<file path="src/common/slc_pkg.sv">
// Shared constants and code tables for the serial link channel core.
`default_nettype none
package slc_pkg;
    localparam int CHAR_W = 10;
    localparam int BYTE_W = 8;
    localparam logic [3:0] BIT_LAST = 4'h9;
    localparam logic [3:0] BIT_FIRST = 4'h0;
    // Comma and K28.5 patterns, first transmitted bit in the MSB.
    localparam logic [6:0] COMMA_N = 7'h1f;
    localparam logic [6:0] COMMA_P = 7'h60;
    localparam logic [9:0] K285_N = 10'h0fa;
    localparam logic [9:0] K285_P = 10'h305;
    localparam logic [5:0] K28_6B_N = 6'h0f;
    localparam logic [5:0] K28_6B_P = 6'h30;
    localparam logic [4:0] K28_X = 5'h1c;
    localparam logic [5:0] D7_6B_N = 6'h38;
    localparam logic [3:0] ALT7_N = 4'h7;
    localparam logic [3:0] ALT7_P = 4'h8;
    localparam logic [3:0] DX3_N = 4'hc;
    localparam logic [3:0] DX3_P = 4'h3;
    localparam logic [2:0] Y_ALT = 3'h7;
    localparam logic [2:0] Y_THREE = 3'h3;
    localparam int ONES6_BAL = 3;
    localparam int ONES6_HI = 4;
    localparam int ONES6_LO = 2;
    localparam int ONES4_BAL = 2;
    localparam int ONES4_HI = 3;
    localparam int ONES4_LO = 1;
    // 5b/6b and 3b/4b codes for negative running disparity.
    localparam logic [5:0] T6 [32] = '{6'h27, 6'h1d, 6'h2d, 6'h31, 6'h35, 6'h29, 6'h19, 6'h38,
        6'h39, 6'h25, 6'h15, 6'h34, 6'h0d, 6'h2c, 6'h1c, 6'h17, 6'h1b, 6'h23, 6'h13, 6'h32,
        6'h0b, 6'h2a, 6'h1a, 6'h3a, 6'h33, 6'h26, 6'h16, 6'h36, 6'h0e, 6'h2e, 6'h1e, 6'h2b};
    localparam logic [3:0] T4 [8] = '{4'hb, 4'h9, 4'h5, 4'hc, 4'hd, 4'ha, 4'h6, 4'he};
    // Self-test sequence generator.
    localparam logic [7:0] LFSR_POLY = 8'hb8;
    localparam logic [7:0] LFSR_SEED = 8'h01;
    // Elasticity buffer geometry.
    localparam int EB_AW = 3;
    localparam int EB_DEPTH = 8;
    localparam int EB_W = 12;
    typedef enum logic {SLC_RATE_X10, SLC_RATE_X20} slc_rate_t;
    typedef enum logic {SLC_OUT_RECOVERED, SLC_OUT_LOCAL} slc_outclk_t;
endpackage
`default_nettype wire

</file>
<file path="src/hw/slc_channel.sv">
// One channel of the serial link transceiver: encode, serialize, frame, decode, buffer, self-test.
// Overview of operation
// (RQ1) Each character cycle the transmitter takes either an 8-bit data character or a ready 10-bit character.
// (RQ2) With encoding on, the captured data character is 8B/10B encoded before serialization.
// (RQ3) Bits leave at ten or twenty times the channel reference rate, as selected.
// (RQ4) The receiver takes its serial stream from whichever of two inputs is selected.
// (RQ5) Received bits are deserialized, framed into characters, decoded and checked for errors.
// (RQ6) Received characters go into an elasticity buffer from which the host side reads them.
// (RQ7) Encoder and decoder can each be bypassed so raw 10-bit characters pass unchanged.
// (RQ8) Transmit characters are taken on the local reference timing; receive output follows either timing.
// (RQ9) The channel has its own self-test pattern generator and checker.
// (RQ10) The channel runs from its own reference clock, independently of other channels.
// (RQ11) Framing aligns on the comma alone or on a full K28.5, in single or multi-character mode.
// (RQ12) Invalid codes and disparity faults are flagged to the host with the character.
// (RQ13) A framing pattern seen off the current boundary moves the boundary to start a new character; multi-character mode needs two at the same offset.
`timescale 1ns/1ns
`default_nettype none
module slc_channel
    import slc_pkg::*;
(
    input wire logic sys_clk,
    input wire logic rst,
    input wire logic enc_en,
    input wire logic dec_en,
    input wire slc_pkg::slc_rate_t rate_sel,
    input wire logic [slc_pkg::CHAR_W-1:0] tx_data,
    input wire logic tx_k,
    output logic tx_ready,
    output logic ser_out,
    input wire logic rx_in_sel,
    input wire logic rx_in0,
    input wire logic rx_in1,
    input wire logic rx_bit_vld,
    input wire logic frame_en,
    input wire logic frame_full,
    input wire logic frame_multi,
    input wire slc_pkg::slc_outclk_t rx_out_sel,
    input wire logic bist_en,
    output logic [slc_pkg::CHAR_W-1:0] rx_data,
    output logic rx_k,
    output logic rx_err,
    output logic rx_vld,
    output logic bist_err
);
    import slc_pkg::*;

    function automatic logic [7:0] lfsr(input logic [7:0] s);
        lfsr = s[0] ? ((s >> 1) ^ LFSR_POLY) : (s >> 1);
    endfunction

    // Returns {running disparity after, code}. Only K28.y is supported as a control code.
    function automatic logic [10:0] enc(input logic [7:0] d, input logic k, input logic rd);
        logic [5:0] s6;
        logic [3:0] s4;
        logic r1;
        logic a7;
        s6 = k ? K28_6B_N : T6[d[4:0]];
        if (rd && ($countones(s6) != ONES6_BAL || s6 == D7_6B_N)) begin
            s6 = ~s6;
        end
        r1 = rd ^ ($countones(s6) != ONES6_BAL);
        a7 = (d[7:5] == Y_ALT) && (k || (!r1 && (d[4:0] == 5'h11 || d[4:0] == 5'h12 || d[4:0] == 5'h14))
            || (r1 && (d[4:0] == 5'h0b || d[4:0] == 5'h0d || d[4:0] == 5'h0e)));
        s4 = a7 ? ALT7_N : T4[d[7:5]];
        if (r1 && ($countones(s4) != ONES4_BAL || d[7:5] == Y_THREE)) begin
            s4 = ~s4;
        end
        // Balanced control tails flip with disparity so the comma stays unique.
        if (k && !r1 && $countones(s4) == ONES4_BAL && d[7:5] != Y_THREE) begin
            s4 = ~s4;
        end
        enc = {r1 ^ ($countones(s4) != ONES4_BAL), s6, s4};
    endfunction

    // Returns {running disparity after, error, k, data}.
    function automatic logic [10:0] dec(input logic [9:0] c, input logic rd);
        logic [5:0] c6;
        logic [3:0] c4;
        logic [4:0] x;
        logic [2:0] y;
        logic f6;
        logic f4;
        logic k;
        logic bad;
        logic r1;
        int n6;
        int n4;
        c6 = c[9:4];
        c4 = c[3:0];
        x = '0;
        y = '0;
        f6 = 1'b0;
        f4 = 1'b0;
        for (int i = 0; i < 32; i++) begin
            if (c6 == T6[i] || (c6 == ~T6[i] && ($countones(T6[i]) != ONES6_BAL || i == 7))) begin
                x = 5'(i);
                f6 = 1'b1;
            end
        end
        k = (c6 == K28_6B_N || c6 == K28_6B_P);
        if (k) begin
            x = K28_X;
            f6 = 1'b1;
        end
        n6 = $countones(c6);
        n4 = $countones(c4);
        bad = (n6 == ONES6_HI && rd) || (n6 == ONES6_LO && !rd);
        r1 = (n6 == ONES6_BAL) ? rd : (n6 == ONES6_HI);
        if (k && !r1 && n4 == ONES4_BAL && c4 != DX3_N && c4 != DX3_P) begin
            c4 = ~c4;
        end
        for (int j = 0; j < 8; j++) begin
            if (c4 == T4[j] || (c4 == ~T4[j] && ($countones(T4[j]) != ONES4_BAL || j == 3))) begin
                y = 3'(j);
                f4 = 1'b1;
            end
        end
        if (c4 == ALT7_N || c4 == ALT7_P) begin
            y = Y_ALT;
            f4 = 1'b1;
        end
        bad = bad || (n4 == ONES4_HI && r1) || (n4 == ONES4_LO && !r1);
        dec = {(n4 == ONES4_BAL) ? r1 : (n4 == ONES4_HI), !f6 || !f4 || bad, k, y, x};
    endfunction

    // Transmit side. sys_clk stands in for the reference clock: every register here runs on it. [RQ10]
    logic [3:0] tx_cnt_q, tx_cnt_d;
    logic tx_div_q, tx_div_d;
    logic [9:0] tx_sh_q, tx_sh_d;
    logic tx_rd_q, tx_rd_d;
    logic [7:0] gen_q, gen_d;
    logic [10:0] enc_res;
    logic [9:0] tx_code;
    logic bit_tick;

    always_comb begin
        bit_tick = (rate_sel == SLC_RATE_X20) || tx_div_q; // [RQ3]
        tx_ready = bit_tick && (tx_cnt_q == BIT_LAST); // [RQ8]
        enc_res = enc(bist_en ? gen_q : tx_data[7:0], tx_k && !bist_en, tx_rd_q);
        if (bist_en || enc_en) begin
            tx_code = enc_res[9:0]; // [RQ2] [RQ9]
        end else begin
            tx_code = tx_data; // [RQ7]
        end
        tx_div_d = (rate_sel == SLC_RATE_X20) ? 1'b0 : !tx_div_q;
        tx_cnt_d = tx_cnt_q;
        tx_sh_d = tx_sh_q;
        tx_rd_d = tx_rd_q;
        gen_d = bist_en ? gen_q : LFSR_SEED;
        if (tx_ready) begin
            tx_cnt_d = BIT_FIRST;
            tx_sh_d = tx_code; // [RQ1]
            if (bist_en || enc_en) begin
                tx_rd_d = enc_res[10];
            end
            if (bist_en) begin
                gen_d = lfsr(gen_q); // [RQ9]
            end
        end else if (bit_tick) begin
            tx_cnt_d = tx_cnt_q + 4'h1;
            tx_sh_d = {tx_sh_q[8:0], 1'b0};
        end
    end

    always_ff @(posedge sys_clk or posedge rst) begin
        if (rst) begin
            tx_cnt_q <= BIT_LAST;
            tx_div_q <= 1'b0;
            tx_sh_q <= '0;
            tx_rd_q <= 1'b0;
            gen_q <= LFSR_SEED;
        end else begin
            tx_cnt_q <= tx_cnt_d;
            tx_div_q <= tx_div_d;
            tx_sh_q <= tx_sh_d;
            tx_rd_q <= tx_rd_d;
            gen_q <= gen_d;
        end
    end

    assign ser_out = tx_sh_q[9];

    // Receive side: deserializer, framer, decoder, self-test checker.
    logic [9:0] win_q, win_d;
    logic [3:0] rx_cnt_q, rx_cnt_d;
    logic pend_q, pend_d;
    logic [3:0] pend_ph_q, pend_ph_d;
    logic rx_rd_q, rx_rd_d;
    logic [7:0] chk_prev_q, chk_prev_d;
    logic chk_vld_q, chk_vld_d;
    logic bist_err_q, bist_err_d;
    logic rx_bit, det, aligned, mis, realign, char_done;
    logic [10:0] dec_res;
    logic [EB_W-1:0] eb_wdata;

    always_comb begin
        rx_bit = rx_in_sel ? rx_in1 : rx_in0; // [RQ4]
        win_d = rx_bit_vld ? {win_q[8:0], rx_bit} : win_q; // [RQ5]
        det = frame_en && (frame_full ? (win_d == K285_N || win_d == K285_P)
            : (win_d[9:3] == COMMA_N || win_d[9:3] == COMMA_P)); // [RQ11]
        aligned = rx_cnt_q == BIT_LAST;
        mis = rx_bit_vld && det && !aligned;
        // Multi-character mode wants the same misplaced boundary twice, so one bit error cannot slip framing.
        realign = mis && (!frame_multi || (pend_q && pend_ph_q == rx_cnt_q)); // [RQ11] [RQ13]
        char_done = rx_bit_vld && (aligned || realign); // [RQ13]
        dec_res = dec(win_d, rx_rd_q); // [RQ5] [RQ12]
        if (dec_en) begin
            eb_wdata = {dec_res[8], dec_res[9], 2'b00, dec_res[7:0]};
        end else begin
            eb_wdata = {2'b00, win_d}; // [RQ7]
        end
        rx_cnt_d = rx_cnt_q;
        if (rx_bit_vld) begin
            rx_cnt_d = char_done ? BIT_FIRST : rx_cnt_q + 4'h1;
        end
        pend_d = pend_q;
        pend_ph_d = pend_ph_q;
        if (rx_bit_vld && det) begin
            pend_d = mis && !realign;
            pend_ph_d = rx_cnt_q;
        end
        rx_rd_d = (char_done && dec_en) ? dec_res[10] : rx_rd_q;
        chk_prev_d = chk_prev_q;
        chk_vld_d = chk_vld_q && bist_en;
        bist_err_d = 1'b0;
        if (char_done && bist_en) begin
            chk_prev_d = dec_res[7:0];
            chk_vld_d = 1'b1;
            // The checker locks onto the incoming stream, so no seed has to be agreed with the far end.
            bist_err_d = chk_vld_q && (dec_res[7:0] != lfsr(chk_prev_q) || dec_res[9] || dec_res[8]); // [RQ9]
        end
    end

    always_ff @(posedge sys_clk or posedge rst) begin
        if (rst) begin
            win_q <= '0;
            rx_cnt_q <= BIT_FIRST;
            pend_q <= 1'b0;
            pend_ph_q <= BIT_FIRST;
            rx_rd_q <= 1'b0;
            chk_prev_q <= '0;
            chk_vld_q <= 1'b0;
            bist_err_q <= 1'b0;
        end else begin
            win_q <= win_d;
            rx_cnt_q <= rx_cnt_d;
            pend_q <= pend_d;
            pend_ph_q <= pend_ph_d;
            rx_rd_q <= rx_rd_d;
            chk_prev_q <= chk_prev_d;
            chk_vld_q <= chk_vld_d;
            bist_err_q <= bist_err_d;
        end
    end

    assign bist_err = bist_err_q;

    // Elasticity buffer and host output register. A full buffer drops the new character.
    logic [EB_W-1:0] eb_mem [EB_DEPTH];
    logic [EB_AW:0] wp_q, wp_d, rp_q, rp_d;
    logic [EB_W-1:0] out_q, out_d;
    logic vld_q, vld_d;
    logic eb_empty, eb_full, eb_wr, eb_rd;

    always_comb begin
        eb_empty = wp_q == rp_q;
        eb_full = (wp_q[EB_AW] != rp_q[EB_AW]) && (wp_q[EB_AW-1:0] == rp_q[EB_AW-1:0]);
        eb_wr = char_done && !eb_full; // [RQ6]
        eb_rd = !eb_empty && (rx_out_sel == SLC_OUT_RECOVERED || tx_ready); // [RQ8]
        wp_d = eb_wr ? wp_q + 1'b1 : wp_q;
        rp_d = eb_rd ? rp_q + 1'b1 : rp_q;
        out_d = eb_rd ? eb_mem[rp_q[EB_AW-1:0]] : out_q;
        vld_d = eb_rd;
    end

    always_ff @(posedge sys_clk) begin
        if (eb_wr) begin
            eb_mem[wp_q[EB_AW-1:0]] <= eb_wdata;
        end
    end

    always_ff @(posedge sys_clk or posedge rst) begin
        if (rst) begin
            wp_q <= '0;
            rp_q <= '0;
            out_q <= '0;
            vld_q <= 1'b0;
        end else begin
            wp_q <= wp_d;
            rp_q <= rp_d;
            out_q <= out_d;
            vld_q <= vld_d;
        end
    end

    assign rx_data = out_q[9:0];
    assign rx_err = out_q[10]; // [RQ12]
    assign rx_k = out_q[11];
    assign rx_vld = vld_q;
endmodule
`default_nettype wire

</file>
<file path="config.mk">
export PLATFORM = sky130hd
export DESIGN_NAME = slc_channel
export DESIGN_NICKNAME = d
export VERILOG_FILES = /design/src/common/slc_pkg.sv /design/src/hw/slc_channel.sv
export SDC_FILE = /design/constraint.sdc
export NUM_CORES = 1
export LEC_CHECK = 0
export ABC_AREA = 1
export ABC_CLOCK_PERIOD_IN_PS = 22200
export BUFFER_PORTS_ARGS = -buffer_cell sky130_fd_sc_hd__clkbuf_2
export CORE_ASPECT_RATIO = 1.1
export CORE_MARGIN = 3
export CORE_UTILIZATION = 52
export DETAILED_ROUTE_END_ITERATION = 8
export GPL_TIMING_DRIVEN = 0
export HOLD_SLACK_MARGIN = 0.03
export PLACE_DENSITY_LB_ADDON = 0.2
export SYNTH_ARGS = -nofsm -noshare
export SYNTH_HDL_FRONTEND = slang
export SYNTH_SLANG_ARGS = --single-unit
</file>
<file path="constraint.sdc">
create_clock -name sys_clk -period 22.2 [get_ports sys_clk]
set_input_delay 6.66 -clock sys_clk [delete_from_list [all_inputs] [get_ports sys_clk]]
set_output_delay 6.66 -clock sys_clk [all_outputs]
set_load 0.05 [all_outputs]
</file>
* After elaboration in Yosys (flattened, before gate mapping)
Memories as Yosys holds them, arrays and structs flattened. A register that Yosys moved wholly into a read port is not among the register bits.
Index checks and enable logic that the tools add are counted.
** Word-level totals
- Register bits after elaboration :: 63
- RAM bits :: 96
- ROM bits :: 224
- Input bits :: 25
- Output and inout bits :: 16
- Logic and storage cells :: 362
- Memories :: 3
** Memory list
- (no name shown) :: depth 32, width 6, read ports 1, clocked after Yosys merged registers in 0, write ports 0, line slc_channel.sv:57 : s6 = k ? K28_6B_N : T6[d[4:0]];
- eb_mem :: depth 8, width 12, read ports 1, clocked after Yosys merged registers in 1, write ports 1, line slc_channel.sv:259 : logic [EB_W-1:0] eb_mem [EB_DEPTH];
- (no name shown) :: depth 8, width 4, read ports 1, clocked after Yosys merged registers in 0, write ports 0, line slc_channel.sv:64 : s4 = a7 ? ALT7_N : T4[d[7:5]];
** Operators by class
- $add $sub $neg :: 31
- Magnitude comparators :: 2
- Equality and inequality tests :: 96
- Mux-type cells :: 115
- Bitwise gates (word level) :: 11
- Reduce and logical (&&, ||, !) cells :: 88
** Operators with widths (number)
- == test 6 bit, second input constant :: 25
- 2-to-1 mux 5 bit :: 17
- == test 6 x 5 -> 1 bit, second input constant :: 14
- 2-to-1 mux 4 bit :: 17
- 2-to-1 mux 1 bit :: 53
- 2-to-1 mux 8 bit :: 6
- == test 6 x 4 -> 1 bit, second input constant :: 7
- logical OR 1 bit :: 42
- 2-to-1 mux 10 bit :: 4
- == test 4 bit, second input constant :: 9
- adder 1 x 1 -> 2 bit :: 17
- 2-to-1 mux 3 bit :: 11
- logical AND 1 bit :: 32
- 2-to-1 mux 6 bit :: 4
- adder 2 x 2 -> 3 bit :: 7
- == test 4 x 3 -> 1 bit, second input constant :: 5
- == test 6 x 3 -> 1 bit, second input constant :: 3
- adder 4 x 1 -> 4 bit, second input constant :: 4
- == test 4 x 2 -> 1 bit, second input constant :: 4
- == test 5 x 4 -> 1 bit, second input constant :: 3
- == test 5 bit, second input constant :: 3
- adder 3 x 2 -> 4 bit :: 3
- == test 3 x 2 -> 1 bit, second input constant :: 4
- zero test 1 bit :: 12
- other kinds (26) :: 37

* Depth between registers and ports, before layout
- Word-level depth :: 44
- Gate-level depth with buffers :: 50
- Depth with buffers taken out :: 50

* Worst setup path after synthesis
Ideal clock, no wire load.
- Kind :: in2reg
- Start point :: input port bist_en
- End point :: register tx_rd_q
- Setup time :: 0.083 ns
- Arrival time :: 15.614 ns
- Data required time :: 22.117 ns
- Path slack :: 6.503 ns
- Cell stages on the path :: 48
- Buffers on the path :: 1
- Cell sequence :: buf_4 -> nand2_1 -> inv_1 -> a21oi_1 -> inv_1 -> ha_1 -> o211ai_1 -> a21oi_1 -> nor3_1 -> inv_1 -> fa_1 -> inv_1 -> fa_1 -> inv_1 -> ha_1 -> inv_1 -> fa_1 -> o31ai_4 -> [12 not listed] -> nand2_1 -> nand3_1 -> nand3_1 -> o211ai_1 -> xor2_1 -> ha_1 -> ha_1 -> ha_1 -> nor3b_1 -> nand4_1 -> xnor2_1 -> ha_1 -> ha_1 -> ha_1 -> nor3b_1 -> xor2_1 -> nand2_1 -> o21ai_0
** On the way
- Cells in the longest elaborated chain, start to end :: 40
- Elaborated cells on any way between the ends :: 74
- Those cells by class :: add/sub: 19; eq/ne: 15; mux: 10; bitwise: 7; reduce/logical: 21; memory: 2
** RTL lines
- start, declared :: line slc_channel.sv:38 : input wire logic bist_en,
- 2-to-1 mux 8 bit :: line slc_channel.sv:139 : enc_res = enc(bist_en ? gen_q : tx_data[7:0], tx_k && !bist_en, tx_rd_q);
- NOT 5 -> 6 bit (not written as such) :: line slc_channel.sv:57
- memory (32 x 6 bit)
- 2-to-1 mux 6 bit (not written as such) (2 in series) :: line slc_channel.sv:57
- 2-to-1 mux 6 bit :: line slc_channel.sv:57
- adder 1 x 1 -> 2 bit (not written as such) :: line slc_channel.sv:58 : if (rd && ($countones(s6) != ONES6_BAL || s6 == D7_6B_N)) begin
- adder 2 x 2 -> 3 bit (not written as such) :: line slc_channel.sv:58
- adder 3 x 2 -> 4 bit (not written as such) :: line slc_channel.sv:58
- [22 not listed]
- adder 2 x 2 -> 3 bit (not written as such) :: line slc_channel.sv:69 : if (k && !r1 && $countones(s4) == ONES4_BAL && d[7:5] != Y_THREE) begin
- == test 3 x 2 -> 1 bit :: line slc_channel.sv:69
- logical AND 1 bit (2 in series) :: line slc_channel.sv:69
- 2-to-1 mux 4 bit :: line slc_channel.sv:69
- adder 1 x 1 -> 2 bit (not written as such) :: line slc_channel.sv:72 : enc = {r1 ^ ($countones(s4) != ONES4_BAL), s6, s4};
- adder 2 x 2 -> 3 bit (not written as such) :: line slc_channel.sv:72
- inequality test 3 x 2 -> 1 bit :: line slc_channel.sv:72
- bitwise XOR 1 bit :: line slc_channel.sv:72
- end signal, assigned :: line slc_channel.sv:176 : tx_rd_q <= tx_rd_d;
- end, declared :: line slc_channel.sv:130 : logic tx_rd_q, tx_rd_d;
Several ways; a longest one is shown, not always the timed one. The select of a mux whose other input is x is not followed.
A chain may end at the register's enable or synchronous reset.

* Worst setup path after layout
Same ends and word-level chain as after synthesis.

==> qor.yml <==
run_status:
  status: "complete, no violations"
floorplanning:
  die-width_um: 137
  rows: 52
  die_h_um: 150
  initial_core_util_pct: 53.2
  core_area_mm2: 0.0185
  num_io_pins: 41
  die_area_mm2: 0.0207
clocking:
  cts_buffers: 17
  postCtsHoldBufs: 0
  htreeDepth: 4
  clk_pin_slew_ns: 0.07
  cts_tree: "yes"
  root_buffer: "clkbuf_16"
  ctsResizeCount: 0
  clockBufferDepth: 2
  cts_setup_buffers: 0
  cts_sinks: 171
  insertion_delay_ns: 0.43
sta:
  period_minus_slack_ns: 16.54
  period_share_pct: 74.5
  tightest_slew_ns: 1.22
  max_freq_mhz: 60.5
  fin_skew_ns: 0.0136
  hold_viol_final: 0
  finalMaxSlewViolations: 0
  rsz0062_at_grt: "false"
  maxSlewHeadroom_pct: 18.4
  finalSetupTns_ns: 0
  setup_violations: 0
drt:
  wirelength_mm: 22.2
  drc: 0
  via_per_inst: 5.44
  dr_total_vias: 7769
  post_drt_wl_per_cell_um: 15.5
  dr.pass1.iters: 5
  first_iter_violations: 582
  ant_nets: 0
layout:
  syn_to_final_growth_pct: 11.7
  layout.nets: 1249
  final_layout_size_suffix_gt1_share_pct: 13.0
  diodes: 0
critical_path:
  crit_required_ns: 22.56
  critical_path_class: "in2reg"
  critPathArrivalTime_ns: 16.90
  critPathMaxStageDelay_ns: 0.51
  cpMaxStageDelayCell: "fa_1"
  start_kind: "input port"
  critPathLaunch: "bist_en"
  r2r_start: "gen_q[0]"
  critPathCaptureType: "flip-flop"
  path_max_fanout: 10
global_routing:
  antenna_found_initial: 0
  grtUsageTotal_pct: 22.6
  grt_pass1_vias: 7522
  grt_max_degree: 57
  grt_overflow: 0
  grt_pass1_wl_mm: 36.8
synth:
  ys_seq_elements: 171
  yosysUniqueCellTypes: 60
  yosys.area.top_type: "edfxtp_1"
  avgSynthCellArea_um2: 8.88
  seq_area_frac_synth_pct: 48.3
  synth_most_common_cell: "nand2_1"
  synth_ff_type: "edfxtp_1"
  ys_warn_count: 0
  ys_async_sr_fraction_pct: 43.9
  synth_fp_nets: 1187
  synthesis.area_mm2: 0.00987
  synth_area_leaders: "edfxtp_1 29%, dfrtp_1 18%, nand2_1 8.0%"
  synthDominantCellAreaShare_pct: 29.2
  netlist_instances: 1111
  synth_common_cells: "210 x nand2_1, 143 x nor2_1, 113 x inv_1, 103 x o21ai_0, 96 x edfxtp_1"
  synth-edff-count: 96
power:
  max-vdd-ir-drop_mv: 0.188
  p_per_area_mw_per_mm2: 134
  cellLeakagePower_nw: 4.73
  power.total_mw: 1.48
placement:
  dp_hpwl_mm: 16.5
  place_congestion: 0.913
  portBuffers: 40
run:
  maxCapViolations: 0
worst_hold_path:
  hold_path.class: "reg2reg"
  hp-start: "tx_sh_q[1]"
## logic make-up after synthesis
kind of cell,Yosys count,synth area share (%)
simple gates,459,20.9
flops,171,48.3
xor+xnor,36,3.54
fa+ha+maj,51,7.15
buf+inv,167,6.63
compound gates,227,13.6
## sequential cells by signal (all words and copies together), names as in the netlist, 4 cells and up
register,flops
eb_mem,96
out_q,12
tx_sh_q,10
win_q,10
chk_prev_q,8
gen_q,8
pend_ph_q,4
rp_q,4
rx_cnt_q,4
tx_cnt_q,4
wp_q,4
## power by group
group          leakage (nW)  switching [mW]  internal, mW
clock                 0.282           0.127         0.168
combinational          2.67           0.480         0.266
sequential             1.79          0.0342         0.400
## layout by cell type (no fill, tap or decap), types with 5 or more instances in the layout
| master | synthesis | final |
|---|---|---|
| a21oi_1 | 32 | 32 |
| a31oi_1 | 15 | 15 |
| clkbuf_1 | 28 | 28 |
| clkbuf_16 | 0 | 17 |
| clkbuf_2 | 0 | 40 |
| dfrtp_1 | 72 | 72 |
| edfxtp_1 | 96 | 96 |
| fa_1 | 9 | 9 |
| ha_1 | 42 | 42 |
| inv_1 | 113 | 112 |
| inv_2 | 15 | 15 |
| inv_4 | 4 | 5 |
| nand2_1 | 210 | 210 |
| nand2_2 | 10 | 10 |
| nand3_1 | 40 | 40 |
| nand4_1 | 6 | 6 |
| nor2_1 | 143 | 143 |
| nor2_2 | 7 | 7 |
| nor2_4 | 6 | 6 |
| nor3_1 | 9 | 7 |
| o211ai_1 | 10 | 10 |
| o21ai_0 | 103 | 103 |
| o221ai_1 | 5 | 5 |
| o22ai_1 | 36 | 36 |
| or2_2 | 5 | 5 |
| xnor2_1 | 7 | 7 |
| xor2_1 | 26 | 26 |
## worst max-delay path: cells and delay by family
kind / cells / cell delay [ns]
and+or+nand+nor: 11 / 1.68
xor gates and xnor gates: 5 / 1.34
AOI/OAI and AO/OA: 6 / 1.38
buffers and inverters: 12 / 1.15
adders and majority gates: 15 / 4.67
## stage by stage
step | hold slack (ns) | instances | setup WS [ns] | cell area (um^2) | util (%)
2_1_floorplan | 0.448 | 1111 | 6.50 | 9870 | -
3_3_place_gp | 0.464 | 1394 | 5.26 | 10400 | 55.9
3_5_place_dp | 0.477 | 1397 | 5.15 | 10400 | 56.3
4_1_cts | 0.494 | 1429 | 5.58 | 11000 | 59.5
5_1_grt | 0.518 | 1429 | 4.72 | 11000 | 59.5
6_report | 0.492 | 1429 | 5.66 | 11000 | 59.5
## path summary, 6_finish.rpt
path / to / slack [ns] / depth (start not counted)
min in group asynchronous: tx_sh_q[0] / 6.16 / 2
max in group asynchronous: gen_q[0] / 15.42 / 3
worst min-delay path: tx_sh_q[1] / 0.49 / 2
worst min register to register: tx_sh_q[1] / 0.49 / 2
worst max-delay path: tx_rd_q / 5.66 / 49
worst max register to register: tx_rd_q / 11.81 / 47
## final cells by class
| class | count | area (um^2) |
|---|---|---|
| inverters | 133 | 512 |
| clock inverters | 15 | 164 |
| flip-flops and latches | 171 | 4760 |
| repair buffers | 43 | 250 |
| plain buffers | 34 | 145 |
| fillers | 1620 | 7520 |
| multi-input cells | 773 | 4460 |
| well taps | 243 | 304 |
| clock buffers | 17 | 425 |
## metal layers
metal	vias up	share of wire [%]	GRT usage, %
li1	3847	-	-
met1	3683	43	28.7
met2	210	51	39.6
met3	29	4.7	4.24
met4	0	1.6	6.14
met5	-	0	0
Power figures use the tool's default switching activity.
